**config.mk**
```make
export PLATFORM = sky130hd
export DESIGN_NAME = brof_formatter
export DESIGN_NICKNAME = d
export VERILOG_FILES = /design/src/verilog/brof_pkg.sv /design/src/verilog/brof_formatter.sv
export VERILOG_INCLUDE_DIRS = /design/src /design/src/verilog
export SDC_FILE = /design/constraint.sdc
export NUM_CORES = 1
export LEC_CHECK = 0
export ABC_AREA = 1
export ABC_CLOCK_PERIOD_IN_PS = 3460
export BUFFER_PORTS_ARGS = -buffer_cell sky130_fd_sc_hd__buf_4
export CAP_MARGIN = 25
export CORE_MARGIN = 2
export CORE_UTILIZATION = 50
export CTS_CLUSTER_SIZE = 8
export DETAILED_ROUTE_END_ITERATION = 8
export PLACE_DENSITY = 0.8
export SYNTH_ARGS = -nofsm -noshare
export SYNTH_HDL_FRONTEND = slang
export SYNTH_SLANG_ARGS = --single-unit
export TNS_END_PERCENT = 10
```
**constraint.sdc**
```tcl
create_clock -name pclk -period 3.46 [get_ports pclk]
set_input_delay 0.692 -clock pclk [delete_from_list [all_inputs] [get_ports pclk]]
set_output_delay 0.692 -clock pclk [all_outputs]
set_load 0.01 [all_outputs]
```
**src/verilog/brof_map.svh**
```systemverilog
`ifndef BROF_MAP_SVH
`define BROF_MAP_SVH
// Summary of operation
// - Byte mode decodes each code group to byte
// - Single-rate byte mode error flag high on errors
// - Outputs timed to selected output clock
// - Valid high; special and comma mark groups
// - Decoder and overrun errors give fixed codes
// - Word alignment search reports code 0x01
// - Byte alignment search reports code 0x00
// - Only highest ranked coincident condition reported
// - Single-rate byte mode never drives error low with valid low
// - Ten-bit mode bypasses the decoder
// - Bit 9 error, bit 8 valid, rest data
// - Comma flag marks the six comma code groups
// - Ten-bit errors flagged on special line
// - Double rate behaves as single rate otherwise
// - Double rate byte split across clock phases
// - Double rate ten-bit split across clock phases
// - Recovered select makes output follow link clock
// ==========================================
// Register offsets and reset values
`define BROF_CTRL_OFF 12'h000
`define BROF_STAT_OFF 12'h004
`define BROF_MASK_OFF 12'h008
`define BROF_LAST_OFF 12'h00c
`define BROF_CTRL_RST 5'h18
// ==========================================
// Error and status codes on the data lines
`define BROF_ERR_DISP 8'h10
`define BROF_ERR_CODE 8'h08
`define BROF_ERR_OVR 8'h04
`define BROF_ERR_UND 8'h02
`define BROF_ERR_WSYNC 8'h01
`define BROF_ERR_BSYNC 8'h00
// ==========================================
// Output clock lag behind the selected link clock, in pclk cycles
`define BROF_RCLK_LAG 3
`endif

```
**src/verilog/brof_pkg.sv**
```systemverilog
`default_nettype none
package brof_pkg;
  typedef struct packed {
    logic enable;
    logic rec_sel;
    logic ddr;
    logic eth;
    logic tbs;
  } brof_ctrl_t;
  typedef struct packed {
    logic disp;
    logic code;
    logic und;
    logic ovr;
    logic wsync;
    logic bsync;
  } brof_evt_t;
  typedef struct packed {
    logic err;
    logic dv;
    logic k;
    logic comma;
    logic [7:0] data;
  } brof_word_t;
  typedef struct packed {
    logic [9:0] code;
    logic bsync;
    logic wsync;
    logic ovr;
    logic und;
  } brof_grp_t;
  typedef enum logic [2:0] {
    BROF_PH_IDLE = 3'b001,
    BROF_PH_RISE = 3'b010,
    BROF_PH_FALL = 3'b100
  } brof_phase_t;
endpackage
`default_nettype wire

```
**src/verilog/brof_formatter.sv**
```systemverilog
`timescale 1ns/1ns
`default_nettype none
`include "brof_map.svh"
module brof_formatter
  import brof_pkg::*;
(
  input wire logic pclk,
  input wire logic presetn,
  input wire logic psel,
  input wire logic penable,
  input wire logic pwrite,
  input wire logic [11:0] paddr,
  input wire logic [31:0] pwdata,
  output logic [31:0] prdata,
  output logic pready,
  output logic pslverr,
  output logic irq,
  input wire logic rx_rec_clk,
  input wire logic rx_ref_clk,
  input wire logic [9:0] rx_code_group,
  input wire logic rx_byte_sync,
  input wire logic rx_word_sync,
  input wire logic rx_overrun,
  input wire logic rx_underrun,
  output logic rx_output_clock,
  output logic rx_error_flag,
  output logic rx_valid_flag,
  output logic rx_special_flag,
  output logic rx_comma_flag,
  output logic [7:0] rx_data_lines
);

  // ==========================================
  // Decoder tables
  function automatic logic [5:0] dec6(input logic [5:0] c);
    case (c)
      6'b100111, 6'b011000: dec6 = {1'b1, 5'd0};
      6'b011101, 6'b100010: dec6 = {1'b1, 5'd1};
      6'b101101, 6'b010010: dec6 = {1'b1, 5'd2};
      6'b110001: dec6 = {1'b1, 5'd3};
      6'b110101, 6'b001010: dec6 = {1'b1, 5'd4};
      6'b101001: dec6 = {1'b1, 5'd5};
      6'b011001: dec6 = {1'b1, 5'd6};
      6'b111000, 6'b000111: dec6 = {1'b1, 5'd7};
      6'b111001, 6'b000110: dec6 = {1'b1, 5'd8};
      6'b100101: dec6 = {1'b1, 5'd9};
      6'b010101: dec6 = {1'b1, 5'd10};
      6'b110100: dec6 = {1'b1, 5'd11};
      6'b001101: dec6 = {1'b1, 5'd12};
      6'b101100: dec6 = {1'b1, 5'd13};
      6'b011100: dec6 = {1'b1, 5'd14};
      6'b010111, 6'b101000: dec6 = {1'b1, 5'd15};
      6'b011011, 6'b100100: dec6 = {1'b1, 5'd16};
      6'b100011: dec6 = {1'b1, 5'd17};
      6'b010011: dec6 = {1'b1, 5'd18};
      6'b110010: dec6 = {1'b1, 5'd19};
      6'b001011: dec6 = {1'b1, 5'd20};
      6'b101010: dec6 = {1'b1, 5'd21};
      6'b011010: dec6 = {1'b1, 5'd22};
      6'b111010, 6'b000101: dec6 = {1'b1, 5'd23};
      6'b110011, 6'b001100: dec6 = {1'b1, 5'd24};
      6'b100110: dec6 = {1'b1, 5'd25};
      6'b010110: dec6 = {1'b1, 5'd26};
      6'b110110, 6'b001001: dec6 = {1'b1, 5'd27};
      6'b001110, 6'b001111, 6'b110000: dec6 = {1'b1, 5'd28};
      6'b101110, 6'b010001: dec6 = {1'b1, 5'd29};
      6'b011110, 6'b100001: dec6 = {1'b1, 5'd30};
      6'b101011, 6'b010100: dec6 = {1'b1, 5'd31};
      default: dec6 = 6'h00;
    endcase
  endfunction

  function automatic logic [3:0] dec4(input logic [3:0] c);
    case (c)
      4'b1011, 4'b0100: dec4 = {1'b1, 3'd0};
      4'b1001: dec4 = {1'b1, 3'd1};
      4'b0101: dec4 = {1'b1, 3'd2};
      4'b1100, 4'b0011: dec4 = {1'b1, 3'd3};
      4'b1101, 4'b0010: dec4 = {1'b1, 3'd4};
      4'b1010: dec4 = {1'b1, 3'd5};
      4'b0110: dec4 = {1'b1, 3'd6};
      4'b1110, 4'b0001, 4'b0111, 4'b1000: dec4 = {1'b1, 3'd7};
      default: dec4 = 4'h0;
    endcase
  endfunction

  // ==========================================
  // Register file state
  brof_ctrl_t ctrl_q;
  brof_evt_t stat_q, mask_q, evt_d;
  logic [31:0] prdata_q;
  logic pready_q, pslverr_q, irq_q;
  logic wr_acc;

  // ==========================================
  // Pin synchronisers and link clock edges
  logic [15:0] sync1_q, sync2_q;
  logic [1:0] clk_prev_q;
  logic rec_rise, sel_lvl, sel_prev, sel_rise, sel_fall;
  logic [`BROF_RCLK_LAG-1:0] lag_q;

  always_ff @(posedge pclk or negedge presetn) begin
    if (!presetn) begin
      sync1_q <= 16'h0000;
      sync2_q <= 16'h0000;
    end else begin
      sync1_q <= {rx_rec_clk, rx_ref_clk, rx_code_group, rx_byte_sync, rx_word_sync,
                  rx_overrun, rx_underrun};
      sync2_q <= sync1_q;
    end
  end

  always_ff @(posedge pclk or negedge presetn) begin
    if (!presetn) begin
      clk_prev_q <= 2'b00;
    end else begin
      clk_prev_q <= sync2_q[15:14];
    end
  end

  assign rec_rise = sync2_q[15] & ~clk_prev_q[1];
  assign sel_lvl = ctrl_q.rec_sel ? sync2_q[15] : sync2_q[14];
  assign sel_prev = ctrl_q.rec_sel ? clk_prev_q[1] : clk_prev_q[0];
  assign sel_rise = sel_lvl & ~sel_prev;
  assign sel_fall = ~sel_lvl & sel_prev;

  // Output clock trails the data so the host sees settled lines at its edges
  always_ff @(posedge pclk or negedge presetn) begin
    if (!presetn) begin
      lag_q <= '0;
    end else begin
      lag_q <= {lag_q[`BROF_RCLK_LAG-2:0], sel_lvl};
    end
  end

  // ==========================================
  // Code group capture on the recovered clock
  brof_grp_t grp_q;
  logic grp_new_q;

  always_ff @(posedge pclk or negedge presetn) begin
    if (!presetn) begin
      grp_q <= '0;
      grp_new_q <= 1'b0;
    end else begin
      grp_new_q <= rec_rise;
      if (rec_rise) begin
        grp_q <= brof_grp_t'(sync2_q[13:0]);
      end
    end
  end

  // ==========================================
  // 8B/10B decode with running disparity
  logic [5:0] c6, d6;
  logic [3:0] c4, d4;
  logic rd_q, rd6, rd_d, code_err, disp_err, is_k, is_comma;
  logic [7:0] dec_byte;

  assign c6 = grp_q.code[9:4];
  // K28 with positive disparity carries an inverted trailing nibble
  assign c4 = (c6 == 6'b110000) ? ~grp_q.code[3:0] : grp_q.code[3:0];
  assign d6 = dec6(c6);
  assign d4 = dec4(c4);
  assign dec_byte = {d4[2:0], d6[4:0]};

  always_comb begin
    code_err = ~d6[5] | ~d4[5 - 2];
    disp_err = 1'b0;
    rd6 = rd_q;
    if (($countones(c6) == 4 && rd_q) || ($countones(c6) == 2 && !rd_q)) begin
      disp_err = 1'b1;
    end
    if ($countones(c6) != 3) begin
      rd6 = ~rd_q;
    end
    rd_d = rd6;
    if (($countones(grp_q.code[3:0]) == 3 && rd6) ||
        ($countones(grp_q.code[3:0]) == 1 && !rd6)) begin
      disp_err = 1'b1;
    end
    if ($countones(grp_q.code[3:0]) != 2) begin
      rd_d = ~rd6;
    end
  end

  assign is_k = (c6 == 6'b001111) || (c6 == 6'b110000) ||
                ((d4[2:0] == 3'd7) && (c4 == 4'b0111 || c4 == 4'b1000) &&
                 (d6[4:0] == 5'd23 || d6[4:0] == 5'd27 ||
                  d6[4:0] == 5'd29 || d6[4:0] == 5'd30));
  assign is_comma = (grp_q.code == 10'b0011111001) || (grp_q.code == 10'b1100000110) ||
                    (grp_q.code == 10'b0011111010) || (grp_q.code == 10'b1100000101) ||
                    (grp_q.code == 10'b0011111000) || (grp_q.code == 10'b1100000111);

  always_ff @(posedge pclk or negedge presetn) begin
    if (!presetn) begin
      rd_q <= 1'b0;
    end else if (grp_new_q && !ctrl_q.tbs) begin
      rd_q <= rd_d;
    end
  end

  // ==========================================
  // Formatting with prioritised status codes
  brof_word_t fw, fmt_q;
  logic [7:0] ecode;
  logic ehit, dhit;

  always_comb begin
    evt_d = '0;
    evt_d.bsync = ~grp_q.bsync;
    evt_d.wsync = grp_q.bsync & ~grp_q.wsync;
    evt_d.ovr = grp_q.ovr;
    evt_d.und = grp_q.und;
    evt_d.code = ~ctrl_q.tbs & code_err;
    evt_d.disp = ~ctrl_q.tbs & disp_err & ~code_err;
    ehit = 1'b1;
    dhit = 1'b0;
    ecode = `BROF_ERR_BSYNC;
    if (!grp_q.bsync) begin
      ecode = `BROF_ERR_BSYNC;
    end else if (!grp_q.wsync) begin
      ecode = `BROF_ERR_WSYNC;
    end else if (grp_q.ovr) begin
      ecode = `BROF_ERR_OVR;
    end else if (grp_q.und) begin
      ecode = `BROF_ERR_UND;
    end else if (evt_d.code) begin
      ecode = `BROF_ERR_CODE;
      dhit = 1'b1;
    end else if (evt_d.disp) begin
      ecode = `BROF_ERR_DISP;
      dhit = 1'b1;
    end else begin
      ehit = 1'b0;
    end
    fw = '0;
    if (ctrl_q.eth || !ctrl_q.enable) begin
      fw.err = 1'b1;
      fw.data = `BROF_ERR_BSYNC;
    end else if (ctrl_q.tbs) begin
      if (ehit && !dhit) begin
        fw.k = 1'b1;
        fw.data = ecode;
      end else begin
        {fw.err, fw.dv, fw.data} = grp_q.code;
        fw.comma = is_comma;
      end
    end else if (ehit) begin
      fw.err = 1'b1;
      fw.data = ecode;
    end else begin
      fw.dv = 1'b1;
      fw.k = is_k;
      fw.comma = is_k & is_comma;
      fw.data = dec_byte;
    end
  end

  always_ff @(posedge pclk or negedge presetn) begin
    if (!presetn) begin
      fmt_q <= '0;
      fmt_q.err <= 1'b1;
    end else if (grp_new_q) begin
      fmt_q <= fw;
    end
  end

  // ==========================================
  // Output phases, single and double rate
  brof_phase_t ph_q;
  brof_word_t out_q, hold_q;

  always_ff @(posedge pclk or negedge presetn) begin
    if (!presetn) begin
      ph_q <= BROF_PH_IDLE;
    end else begin
      case (ph_q)
        BROF_PH_IDLE, BROF_PH_FALL: begin
          if (sel_rise) begin
            ph_q <= BROF_PH_RISE;
          end
        end
        BROF_PH_RISE: begin
          if (sel_fall) begin
            ph_q <= BROF_PH_FALL;
          end
        end
        default: ph_q <= BROF_PH_IDLE;
      endcase
    end
  end

  always_ff @(posedge pclk or negedge presetn) begin
    if (!presetn) begin
      hold_q <= '0;
      out_q <= '0;
      out_q.err <= 1'b1;
    end else if (sel_rise) begin
      hold_q <= fmt_q;
      out_q <= fmt_q;
      if (ctrl_q.ddr) begin
        out_q.err <= 1'b0;
        out_q.data <= {4'h0, fmt_q.data[3:0]};
        out_q.dv <= ctrl_q.tbs ? fmt_q.data[4] : fmt_q.dv;
      end
    end else if (sel_fall && ctrl_q.ddr && ph_q == BROF_PH_RISE) begin
      if (ctrl_q.tbs) begin
        out_q.data <= {4'h0, hold_q.dv, hold_q.data[7:5]};
        out_q.dv <= hold_q.err;
      end else begin
        out_q.data <= {4'h0, hold_q.data[7:4]};
        out_q.dv <= hold_q.err ^ hold_q.dv;
      end
    end
  end

  // ==========================================
  // APB slave, no wait states, ready in the first access cycle
  logic setup, hit;
  logic [31:0] rd_mux;

  assign setup = psel & ~penable & ~pready_q;
  assign wr_acc = psel & penable & pready_q & pwrite;

  always_comb begin
    hit = 1'b1;
    rd_mux = 32'h0000_0000;
    case (paddr)
      `BROF_CTRL_OFF: rd_mux = {27'h0, ctrl_q};
      `BROF_STAT_OFF: rd_mux = {26'h0, stat_q};
      `BROF_MASK_OFF: rd_mux = {26'h0, mask_q};
      `BROF_LAST_OFF: rd_mux = {18'h0, grp_q.bsync, grp_q.wsync, fmt_q};
      default: hit = 1'b0;
    endcase
  end

  always_ff @(posedge pclk or negedge presetn) begin
    if (!presetn) begin
      pready_q <= 1'b0;
      pslverr_q <= 1'b0;
      prdata_q <= 32'h0000_0000;
    end else begin
      pready_q <= setup;
      pslverr_q <= setup & ~hit;
      if (setup) begin
        prdata_q <= pwrite ? 32'h0000_0000 : rd_mux;
      end
    end
  end

  always_ff @(posedge pclk or negedge presetn) begin
    if (!presetn) begin
      ctrl_q <= brof_ctrl_t'(`BROF_CTRL_RST);
      mask_q <= '0;
    end else if (wr_acc) begin
      if (paddr == `BROF_CTRL_OFF) begin
        ctrl_q <= brof_ctrl_t'(pwdata[4:0]);
      end
      if (paddr == `BROF_MASK_OFF) begin
        mask_q <= brof_evt_t'(pwdata[5:0]);
      end
    end
  end

  // Sticky events: a new event beats a same-cycle write-one clear
  always_ff @(posedge pclk or negedge presetn) begin
    if (!presetn) begin
      stat_q <= '0;
    end else begin
      stat_q <= (stat_q & ~((wr_acc && paddr == `BROF_STAT_OFF) ?
                            brof_evt_t'(pwdata[5:0]) : brof_evt_t'(6'h00))) |
                ((grp_new_q && ctrl_q.enable && !ctrl_q.eth) ? evt_d : brof_evt_t'(6'h00));
    end
  end

  always_ff @(posedge pclk or negedge presetn) begin
    if (!presetn) begin
      irq_q <= 1'b0;
    end else begin
      irq_q <= |(stat_q & mask_q);
    end
  end

  // ==========================================
  // Outputs straight from flops
  assign prdata = prdata_q;
  assign pready = pready_q;
  assign pslverr = pslverr_q;
  assign irq = irq_q;
  assign rx_output_clock = lag_q[`BROF_RCLK_LAG-1];
  assign rx_error_flag = out_q.err;
  assign rx_valid_flag = out_q.dv;
  assign rx_special_flag = out_q.k;
  assign rx_comma_flag = out_q.comma;
  assign rx_data_lines = out_q.data;

endmodule
`default_nettype wire

```
======== Word-level counts from Yosys, hierarchy flattened ========
Memory sizes are Yosys's and may differ from the RTL's.
Index checks and enable logic that the tools add are counted.
storage, ports and cells
  flip-flop bits (word level) ............. 142
  ROM bits ................................ 448
  bits of input ports ..................... 65
  output and inout port bits .............. 48
  word-level logic and storage cells ...... 212
  memories ................................ 2
memories
  memory           words  width  read ports  clocked after memory_dff  write ports  line                  text
  (no name shown)  64     6      1           0                         0            brof_formatter.sv:36  case (c)
  (no name shown)  16     4      1           0                         0            brof_formatter.sv:74  case (c)
operators by class
  add/subtract/negate cells ............... 8
  equality and inequality tests ........... 29
  muxes and demuxes ....................... 51
  bitwise gates (word level) .............. 35
  reductions and logical operators ........ 41
operator list
  operator                                              count
  equality test 32 x 3 -> 1 bit, second input constant  2
  one-hot mux 14 bit (4 select lines)                   1
  two-way mux 8 bit                                     6
  equality test 32 x 2 -> 1 bit, second input constant  1
  equality test 32 x 4 -> 1 bit, second input constant  1
  equality test 10 bit, second input constant           3
  equality test 10 x 8 -> 1 bit, second input constant  3
  two-way mux 5 bit                                     6
  two-way mux 1 bit                                     25
  equality test 12 x 4 -> 1 bit, second input constant  2
  equality test 5 bit, second input constant            4
  AND 1 bit                                             14
  logical OR 1 bit                                      14
  two-way mux 14 bit                                    1
  NOT 1 bit                                             14
  logical AND 1 bit                                     13
  AND 6 bit                                             2
  equality test 12 x 3 -> 1 bit, second input constant  1
  logical NOT 12 bit                                    1
  two-way mux 12 bit                                    1
  two-way mux 3 bit                                     4
  two-way mux 6 bit                                     2
  adder 1 x 1 -> 2 bit                                  5
  two-way mux 4 bit                                     2
  other kinds (25)                                      36

======== Logic depth before layout (Yosys ltp) ========
Gate-level depths: netlist of the first run.
  depth after elaboration ................. 22
  depth in mapped cells ................... 20
  gate-level depth less buffers ........... 20

======== Worst setup path before layout of the first run ========
No wires, ideal clock.
  path kind ............................... register to register
  start ................................... register grp_q (netlist bit c6[0])
  end ..................................... register fmt_q[2] (netlist bit)
  library setup time ...................... 0.119 ns
  arrival ................................. 3.338 ns
  required time ........................... 3.341 ns
  setup slack ............................. 0.003 ns
  cell stages (with the launch flop) ...... 20
  path buffers ............................ 0
  clock period less this slack ............ 3.457 ns
  cell sequence ........................... dfrtp_1 -> fa_1 -> inv_1 -> fa_1 -> inv_1 -> ha_1 -> inv_1 -> fa_1 -> inv_1 -> nand3_1 -> xor2_1 -> or2_2 -> nand3_1 -> nand2_1 -> nand2_1 -> inv_1 -> nand3_1 -> nand3_1 -> nand3_1 -> nand2_1
on the way
  cells in the longest elaborated chain, start to end .. 22
  elaborated cells on any way between the ends .. 48
  those cells by class .................... add/sub: 3; eq/ne: 4; mux: 23; bitwise: 7; reduce/logical: 9; memory: 2
ends and longest elaborated chain
  element                                                        line                   text
  start: declaration                                             brof_formatter.sv:138  brof_grp_t grp_q;
  start signal: assignment                                       brof_formatter.sv:148  grp_q <= brof_grp_t'(sync2_q[13:0]);
  branches (longest 20 deep; another with adder 3 x 2 -> 4 bit)  --
  two-way mux 12 bit (*)                                         brof_formatter.sv:241  end else if (ctrl_q.tbs) begin
  two-way mux 8 bit (*)                                          brof_formatter.sv:238  if (ctrl_q.eth || !ctrl_q.enable) begin
  end signal: assignment                                         brof_formatter.sv:265  fmt_q <= fw;
  end: declaration                                               brof_formatter.sv:205  brof_word_t fw, fmt_q;
Every way passes the cells marked *.
A chain may end at the register's enable or synchronous reset.

======== Worst setup path in the final report of the first run ========
  start ................................... register grp_q (netlist bit c6[3])
  end ..................................... register fmt_q[0] (netlist bit)
Same word-level chain as after synthesis.

==> flow_summary.toml, run 1 <==
[status]
status = "finished, violations left"
violations = "negative setup slack"

[layout]
diodes = 0
final_area_sq_mm = 0.00734
area_delta_synth_final_pct = 21.9
final_layout_size_suffix_gt1_share_pct = 19.1
fillers = 1010
final_net_count = 882
layoutNonFillerInstCount = 962

[yosys]
synthesis.area_sq_mm = 0.00602
synthFlopType = "dfrtp_1"
yosysUniqueCellTypes = 47
synth_top_family_by_area = "simple AND/OR/NAND/NOR gates"
ys_warn_count = 0
synth-compound-area-share_pct = 13.6
yosys.area_share.simple_pct = 23.6
synth-seq-area-share_pct = 50.0
synthAdderAreaFrac_pct = 3.62
synthMuxAreaShare_pct = 0.166
synth_top_area_cell = "dfrtp_1"
ys_async_sr_fraction_pct = 100
synth.ff_latch_count = 120
synth_xor_area_share_pct = 0.437
syn_avg_cell_area_sq_um = 8.43
synth_top_area_share_pct = 47.8
synth_edf_count = 0
synth_cells = 714
ys_top_cells_by_area = "dfrtp_1 (48%), nand2_1 (12%), o21ai_0 (5.7%), inv_1 (4.5%), nand3_1 (3.7%)"

[grt]
grt_pass1_wl_mm = 23.3
grt_usage_pct = 23.1
grt_max_degree = 62
first_global_vias = 4903
grt_overflow = 0
grt_antenna_before_repair = 0

[timing]
final_hold_viol_count = 0
fmax_mhz = 288
clock_skew_ns = 0.0116
finalSetupViolCount = 1
worstMarginPinSlew_ns = 0.619
rsz0062_at_grt = "true"
finalCriticalPeriod_ns = 3.47
setup_ws_ns = -0.0107
relSlewSlack_pct = 58.7
finalCritPeriodShare_pct = 100
drv_slew = 0

[critical_path]
end_kind = "flop"
crit_cells = 19
required_ns = 3.82
cp_max_fo = 7
crit_slowest_cell = "fa_1"
slowest_delay_ns = 0.54
cp-start-kind = "flop"
worst-path-buf-inv = 4
timing_worst_setup_path_type = "flop to flop"
path_cells = "fa_1 -> inv_1 -> fa_1 -> inv_1 -> ha_2 -> inv_2 -> fa_1 -> inv_2 -> nand3_2 -> xor2_2 -> or2_4 -> nand3_2 -> nand2_2 -> nand2_4 -> a21oi_4 -> nand2_1 -> nand2_1 -> nand2_1 -> nand3_2"
ff2ff_path_depth = 19
critPathTopFamily = "adder cells"
critPathArrivalTime_ns = 3.83

[placement]
dpl.cell_count = 926
port_buffers = 68
hpwl_mm = 9.76
gp_congestion = 0.922
place_area_sq_mm = 0.00668

[clock_tree]
cts_hold_buf = 0
cts_buffers = 17
cts_sinks = 120
tritoncts = "yes"
clockBufferDepth = 2
clk-insertion-delay-late_ns = 0.43
cts_max_level = 4
cts_root_buf = "clkbuf_16"
cts.clk_slew.worst_paths_ns = 0.06

[drt]
vias_per_cell = 5.31
wl_per_cell_um = 14.6
drtIter0Drc = 378
remaining_drc_errors = 0
ant_nets = 0
via_count = 5108
wl_mm = 14.0
dr.pass1.iters = 7

[pwr]
ir_worst_vdd_v = 0.000426
power_density_mw_per_mm2 = 573
leakagePower_uw = 0.00368

[floorplanning]
initial_core_util_pct = 50.7
core_sq_mm = 0.0119
floorplan.die_area_sq_mm = 0.0129
dieWidth_um = 114
io_pins = 113
die_h_um = 114
num_rows = 40

[run]
cap_viol_max_count = 0

[worst_hold_path]
min-delay-path-class = "primary input to async pin"
-- synthesized netlist by cell type, drive strengths merged, types with 6 or more instances --
cell,number
nor2,52
nand2,208
buf,23
a32o,8
a21oi,21
ha,11
clkinv,6
dfrtp,115
o21ai,70
a211oi,8
inv,74
clkbuf,11
nand4,9
nand3,47
-- cell families (layout without fill, tap and decap cells) --
family	after synthesis	after routing
multiplexers	1	1
AND/OR/NAND/NOR	326	326
flip-flops	120	120
XOR/XNOR	3	3
AO/OA/AOI/OAI	134	134
adder cells (fa/ha/maj)	15	15
buffers and inverters	114	198
other	1	18
-- registers in the layout, indices dropped and copies added (netlist names), 5 cells and up --
name	count
sync1_q	16
rx_data_lines	8
hold_q	6
ctrl_q	5
prdata	14
grp_q	6
c6	6
sync2_q	16
mask_q	6
stat_q	6
fmt_q	12
-- layer usage --
metal,track usage [%],wire (um)
met1,30.4,6180
met2,36.7,6660
met3,5.58,878
met4,10.0,309
met5,0,0
-- worst register-to-register path, stage by stage, from the launching register on --
cell and delay, ns:
dfrtp_1 0.39, fa_1 0.54, inv_1 0.05, fa_1 0.42, inv_1 0.07, ha_2 0.16
inv_2 0.03, fa_1 0.51, inv_2 0.05, nand3_2 0.07, xor2_2 0.19, or2_4 0.15
nand3_2 0.07, nand2_2 0.09, nand2_4 0.08, a21oi_4 0.22, nand2_1 0.10, nand2_1 0.09
nand2_1 0.08, nand3_2 0.06
-- cell type report --
| class | instances | area (sq um) | share of cell area, % |
|---|---|---|---|
| flip-flops and latches | 120 | 3010 | 41.0 |
| multi-input cells | 497 | 2600 | 35.4 |
| repair buffers | 86 | 658 | 8.97 |
| clock buffers | 19 | 443 | 6.04 |
| inverters | 80 | 302 | 4.11 |
| well taps | 147 | 184 | 2.51 |
| clock inverters | 13 | 144 | 1.96 |
-- layout by cell type (no fill, tap or decap), types with 6 or more instances in the layout --
cell,instances
nand2_1,197
dfrtp_1,115
buf_4,85
inv_1,70
o21ai_0,67
nor2_1,46
nand3_1,41
a21oi_1,20
conb_1,18
clkbuf_16,17
ha_1,10
nand4_1,9
a211oi_1,8
a32o_1,8
nand2_2,7
nand3_2,6
-- path summary, 6_finish.rpt --
path	startpoint	end	slack [ns]
max	c6[3]$_DFFE_PN0P_	fmt_q[0]$_DFFE_PN0P_	-0.01
min	presetn	sync2_q[6]$_DFF_PN0_	0.19
max reg2reg	c6[3]$_DFFE_PN0P_	fmt_q[0]$_DFFE_PN0P_	-0.01
min reg2reg	sync1_q[6]$_DFF_PN0_	sync2_q[6]$_DFF_PN0_	0.33
max in group asynchronous	presetn	ctrl_q[4]$_DFFE_PN1P_	2.51
min in group pclk	sync1_q[6]$_DFF_PN0_	sync2_q[6]$_DFF_PN0_	0.33
-- timing repair --
action | 4_1_cts | 5_1_grt
gates resized for setup | 10 | 2
setup buffers | 3 | 1
setup endpoints to repair | 12 | 13
pin swaps | 9 | 4
-- power breakdown --
| part | switching (uW) | internal (uW) |
|---|---|---|
| combinational | 531 | 370 |
| sequential | 61.7 | 1490 |
| clock | 675 | 1080 |
-- per-stage QoR --
stage | utilization (%) | setup slack (ns) | total power (uW) | TNS (ns) | hold WS (ns)
floorplan | - | 0.00270 | 2110 | 0 | 0.331
global placement | 56.3 | -0.122 | 2320 | -0.944 | 0.332
detailed placement | 56.3 | -0.192 | 2340 | -1.70 | 0.335
CTS | 61.8 | -0.0481 | 4200 | -0.182 | 0.199
global route | 61.8 | -0.189 | 4420 | -1.59 | 0.222
finish | 61.8 | -0.0107 | 4210 | -0.0107 | 0.190
Note: power is estimated with default switching activity, not from simulation.
==> run 2: changes to the inputs <==
- ABC_AREA: 1 -> unset
- CORE_UTILIZATION: 50 -> 45
- CTS_BUF_LIST: unset -> sky130_fd_sc_hd__clkbuf_4
- PLACE_DENSITY: 0.8 -> 0.74
==> run 2 against run 1 <==
Net effect: the run still ends with negative setup slack left; clock skew rose by 0.0056 ns; synthesized cell count fell by 26%; routed wire length fell by 7.9%; critical endpoint is now fmt_q[4]$_DFFE_PN0P_; clock-buffer cell count fell by 1; first-iteration DRC count rose by 1.6%; core utilization fell by 7.6 points.
==> flow_summary.toml, run 2 <==
[timing]
finalSetupViolCount = 5
setup_ws_ns = -0.109
finalCritPeriodShare_pct = 103
clock_skew_ns = 0.0172
finalCriticalPeriod_ns = 3.57
drv_slew = 0
fmax_mhz = 280
final_hold_viol_count = 0
worstMarginPinSlew_ns = 0.894
finalSetupTns_ns = -0.315
relSlewSlack_pct = 40.3
rsz0062_at_grt = "true"

[critical_path]
r2r_end = "fmt_q[4]$_DFFE_PN0P_"
cp_max_fo = 4
r2r_start = "c6[0]$_DFFE_PN0P_"
required_ns = 3.89
path_cells = "fa_1 -> inv_1 -> fa_1 -> inv_2 -> ha_4 -> inv_2 -> fa_1 -> or3b_1 -> a21oi_2 -> a31oi_2 -> or2_4 -> a211oi_2 -> a21oi_1 -> o2bb2ai_1"
cp_common_cell = "fa_1"
crit_slowest_cell = "fa_1"
slowest_delay_ns = 0.54
worst-path-buf-inv = 3
critPathTopFamily = "adder cells"
ff2ff_path_depth = 14
timing.reg2reg.setup_slack_ns = -0.11
timing_worst_setup_path_type = "flop to flop"
end_kind = "flop"
critPathArrivalTime_ns = 3.99
cp-start-kind = "flop"

[floorplanning]
initial_core_util_pct = 46.6
floorplan.die_area_sq_mm = 0.0141
dieWidth_um = 119
core_sq_mm = 0.0127
num_rows = 41
die_h_um = 119
io_pins = 113

[yosys]
synth_top_area_share_pct = 48.6
syn_avg_cell_area_sq_um = 11.2
synthFlopType = "dfrtp_1"
synth_cells = 529
ys_top_cells_by_area = "dfrtp_1 (49%), mux2_2 (5.9%), nand2_1 (3.0%), buf_4 (2.7%), a22o_1 (2.4%)"
synth.ff_latch_count = 120
synthesis.area_sq_mm = 0.00593
yosysUniqueCellTypes = 75
synth_most_common_cell = "dfrtp_1"
synth-seq-area-share_pct = 50.8
synth_edf_count = 0
ys_async_sr_fraction_pct = 100
synthTopCellsByCount = "dfrtp_1 (115), nand2_1 (48), mux2_2 (31)"
ys_warn_count = 0
synth_top_area_cell = "dfrtp_1"

[drt]
vias_per_cell = 5.56
wl_mm = 12.9
dr.pass1.iters = 5
via_count = 4388
ant_nets = 0
remaining_drc_errors = 0
drtIter0Drc = 384
wl_per_cell_um = 16.4

[clock_tree]
cts_max_level = 4
clk-insertion-delay-late_ns = 0.50
cts_sinks = 120
post_cts_buffers = 0
clockBufferDepth = 2
tritoncts = "yes"
cts_buffers = 17
cts.clk_slew.worst_paths_ns = 0.11
cts_root_buf = "clkbuf_4"

[grt]
first_global_vias = 4104
grt_usage_pct = 18.9
grt_overflow = 0
grt_antenna_before_repair = 0
grt_max_degree = 80
grt_pass1_wl_mm = 21.1

[layout]
final_common_cell = "dfrtp_1"
multi_input_area_sq_mm = 0.00267
final_layout_size_suffix_gt1_share_pct = 29.3
area_delta_synth_final_pct = 16.5
diodes = 0
layout_common_cells = "dfrtp_1 (115), buf_4 (81), nand2_1 (48)"
ff_latch_area_sq_mm = 0.00301
final_net_count = 684
fillers = 1117

[pwr]
p_clk_share_pct = 31.2
p_total_uw = 3250
ir_worst_vdd_v = 0.000392
pwr-share-seq_pct = 46.7
power_density_mw_per_mm2 = 471
swShare_pct = 30.1
pwr-share-comb_pct = 22.1
switchingPower_uw = 977
p_int_uw = 2270
leakagePower_uw = 0.00311

[status]
status = "finished, violations left"
violations = "negative setup slack"

[worst_hold_path]
whs_path_depth = 1
holdCritStartpoint = "rx_ref_clk"
worstHoldEndpoint = "sync1_q[14]$_DFF_PN0_"
min-delay-path-class = "primary input to flop"

[run]
cap_viol_max_count = 0

[placement]
hpwl_mm = 9.24
gp_congestion = 0.834
port_buffers = 68
==> run 2: changes by cell type after synthesis, moves of 17 or more <==
cell / delta
o21ai_0: -42
mux2_2: +31
nor2_1: -17
nand2_1: -151
nand3_1: -29
inv_1: -55
==> run 2: kinds of logic (layout without fill, tap and decap cells) <==
group           after synthesis  after routing  synth area share, %
simple gates                152            152                 14.4
compound gates              129            129                 15.3
flops                       120            120                 50.8
buf+inv                      63            134                 5.89
mux                          41             41                 8.68
fa+ha+maj                    15             15                 3.67
xor+xnor                      8              8                 1.18
other cells                   1             18               0.0633
==> run 2: power groups by stage <==
| stage | Combinational [uW] | Clock, uW | Sequential (uW) |
|---|---|---|---|
| floorplan | 480 | 0 | 1530 |
| global placement | 633 | 0 | 1540 |
| detailed placement | 661 | 0 | 1540 |
| CTS | 707 | 1040 | 1520 |
| global route | 785 | 1110 | 1530 |
| finish | 718 | 1010 | 1520 |
==> run 2: metal layers <==
layer | GRT usage (%) | vias to the layer above | wire length (um)
met5 | 0 | - | 0
met4 | 6.32 | 0 | 169
met2 | 29.7 | 172 | 6190
met1 | 25.8 | 2154 | 5820
met3 | 4.39 | 15 | 734
li1 | - | 2047 | -
==> run 2: how the worst max path moves through the flow <==
stage	end	slack, ns	depth (start not counted)	startpoint
6_report	fmt_q[4]$_DFFE_PN0P_	-0.11	14	c6[0]$_DFFE_PN0P_
5_1_grt	fmt_q[4]$_DFFE_PN0P_	-0.28	14	c6[0]$_DFFE_PN0P_
3_5_place_dp	fmt_q[9]$_DFFE_PN0P_	-0.19	14	c6[0]$_DFFE_PN0P_
2_1_floorplan	fmt_q[4]$_DFFE_PN0P_	0.007	14	c6[0]$_DFFE_PN0P_
4_1_cts	fmt_q[4]$_DFFE_PN0P_	-0.14	14	c6[0]$_DFFE_PN0P_
3_3_place_gp	fmt_q[4]$_DFFE_PN0P_	-0.1	14	c6[0]$_DFFE_PN0P_
==> run 2: final cells by class <==
class | count | area share (%)
Clock buffer | 18 | 1.96
Clock inverter | 14 | 2.27
Inverter | 19 | 1.05
Multi-Input combinational cell | 363 | 38.7
Sequential cell | 120 | 43.6
Tap cell | 172 | 3.12
Timing Repair Buffer | 83 | 9.35
==> run 2: through the flow <==
| step | util [%] | setup WS, ns | instances | hold slack, ns | area [sq um] |
|---|---|---|---|---|---|
| final | 54.3 | -0.109 | 789 | 0.289 | 6900 |
| after global routing | 54.3 | -0.275 | 789 | 0.230 | 6900 |
| after CTS | 53.9 | -0.140 | 787 | 0.240 | 6860 |
| after detailed placement | 51.4 | -0.186 | 755 | 0.335 | 6540 |
| after global placement | 51.4 | -0.0999 | 755 | 0.333 | 6540 |
| after floorplan | - | 0.00724 | 546 | 0.331 | 5990 |
==> run 2: repair_timing <==
| action | 4_1_cts | 5_1_grt |
|---|---|---|
| hold buffers | 0 | 1 |
| gates resized for setup | 8 | 2 |
| hold endpoints to repair | 0 | 2 |
| pin swaps | 6 | 5 |
| setup endpoints to repair | 9 | 12 |
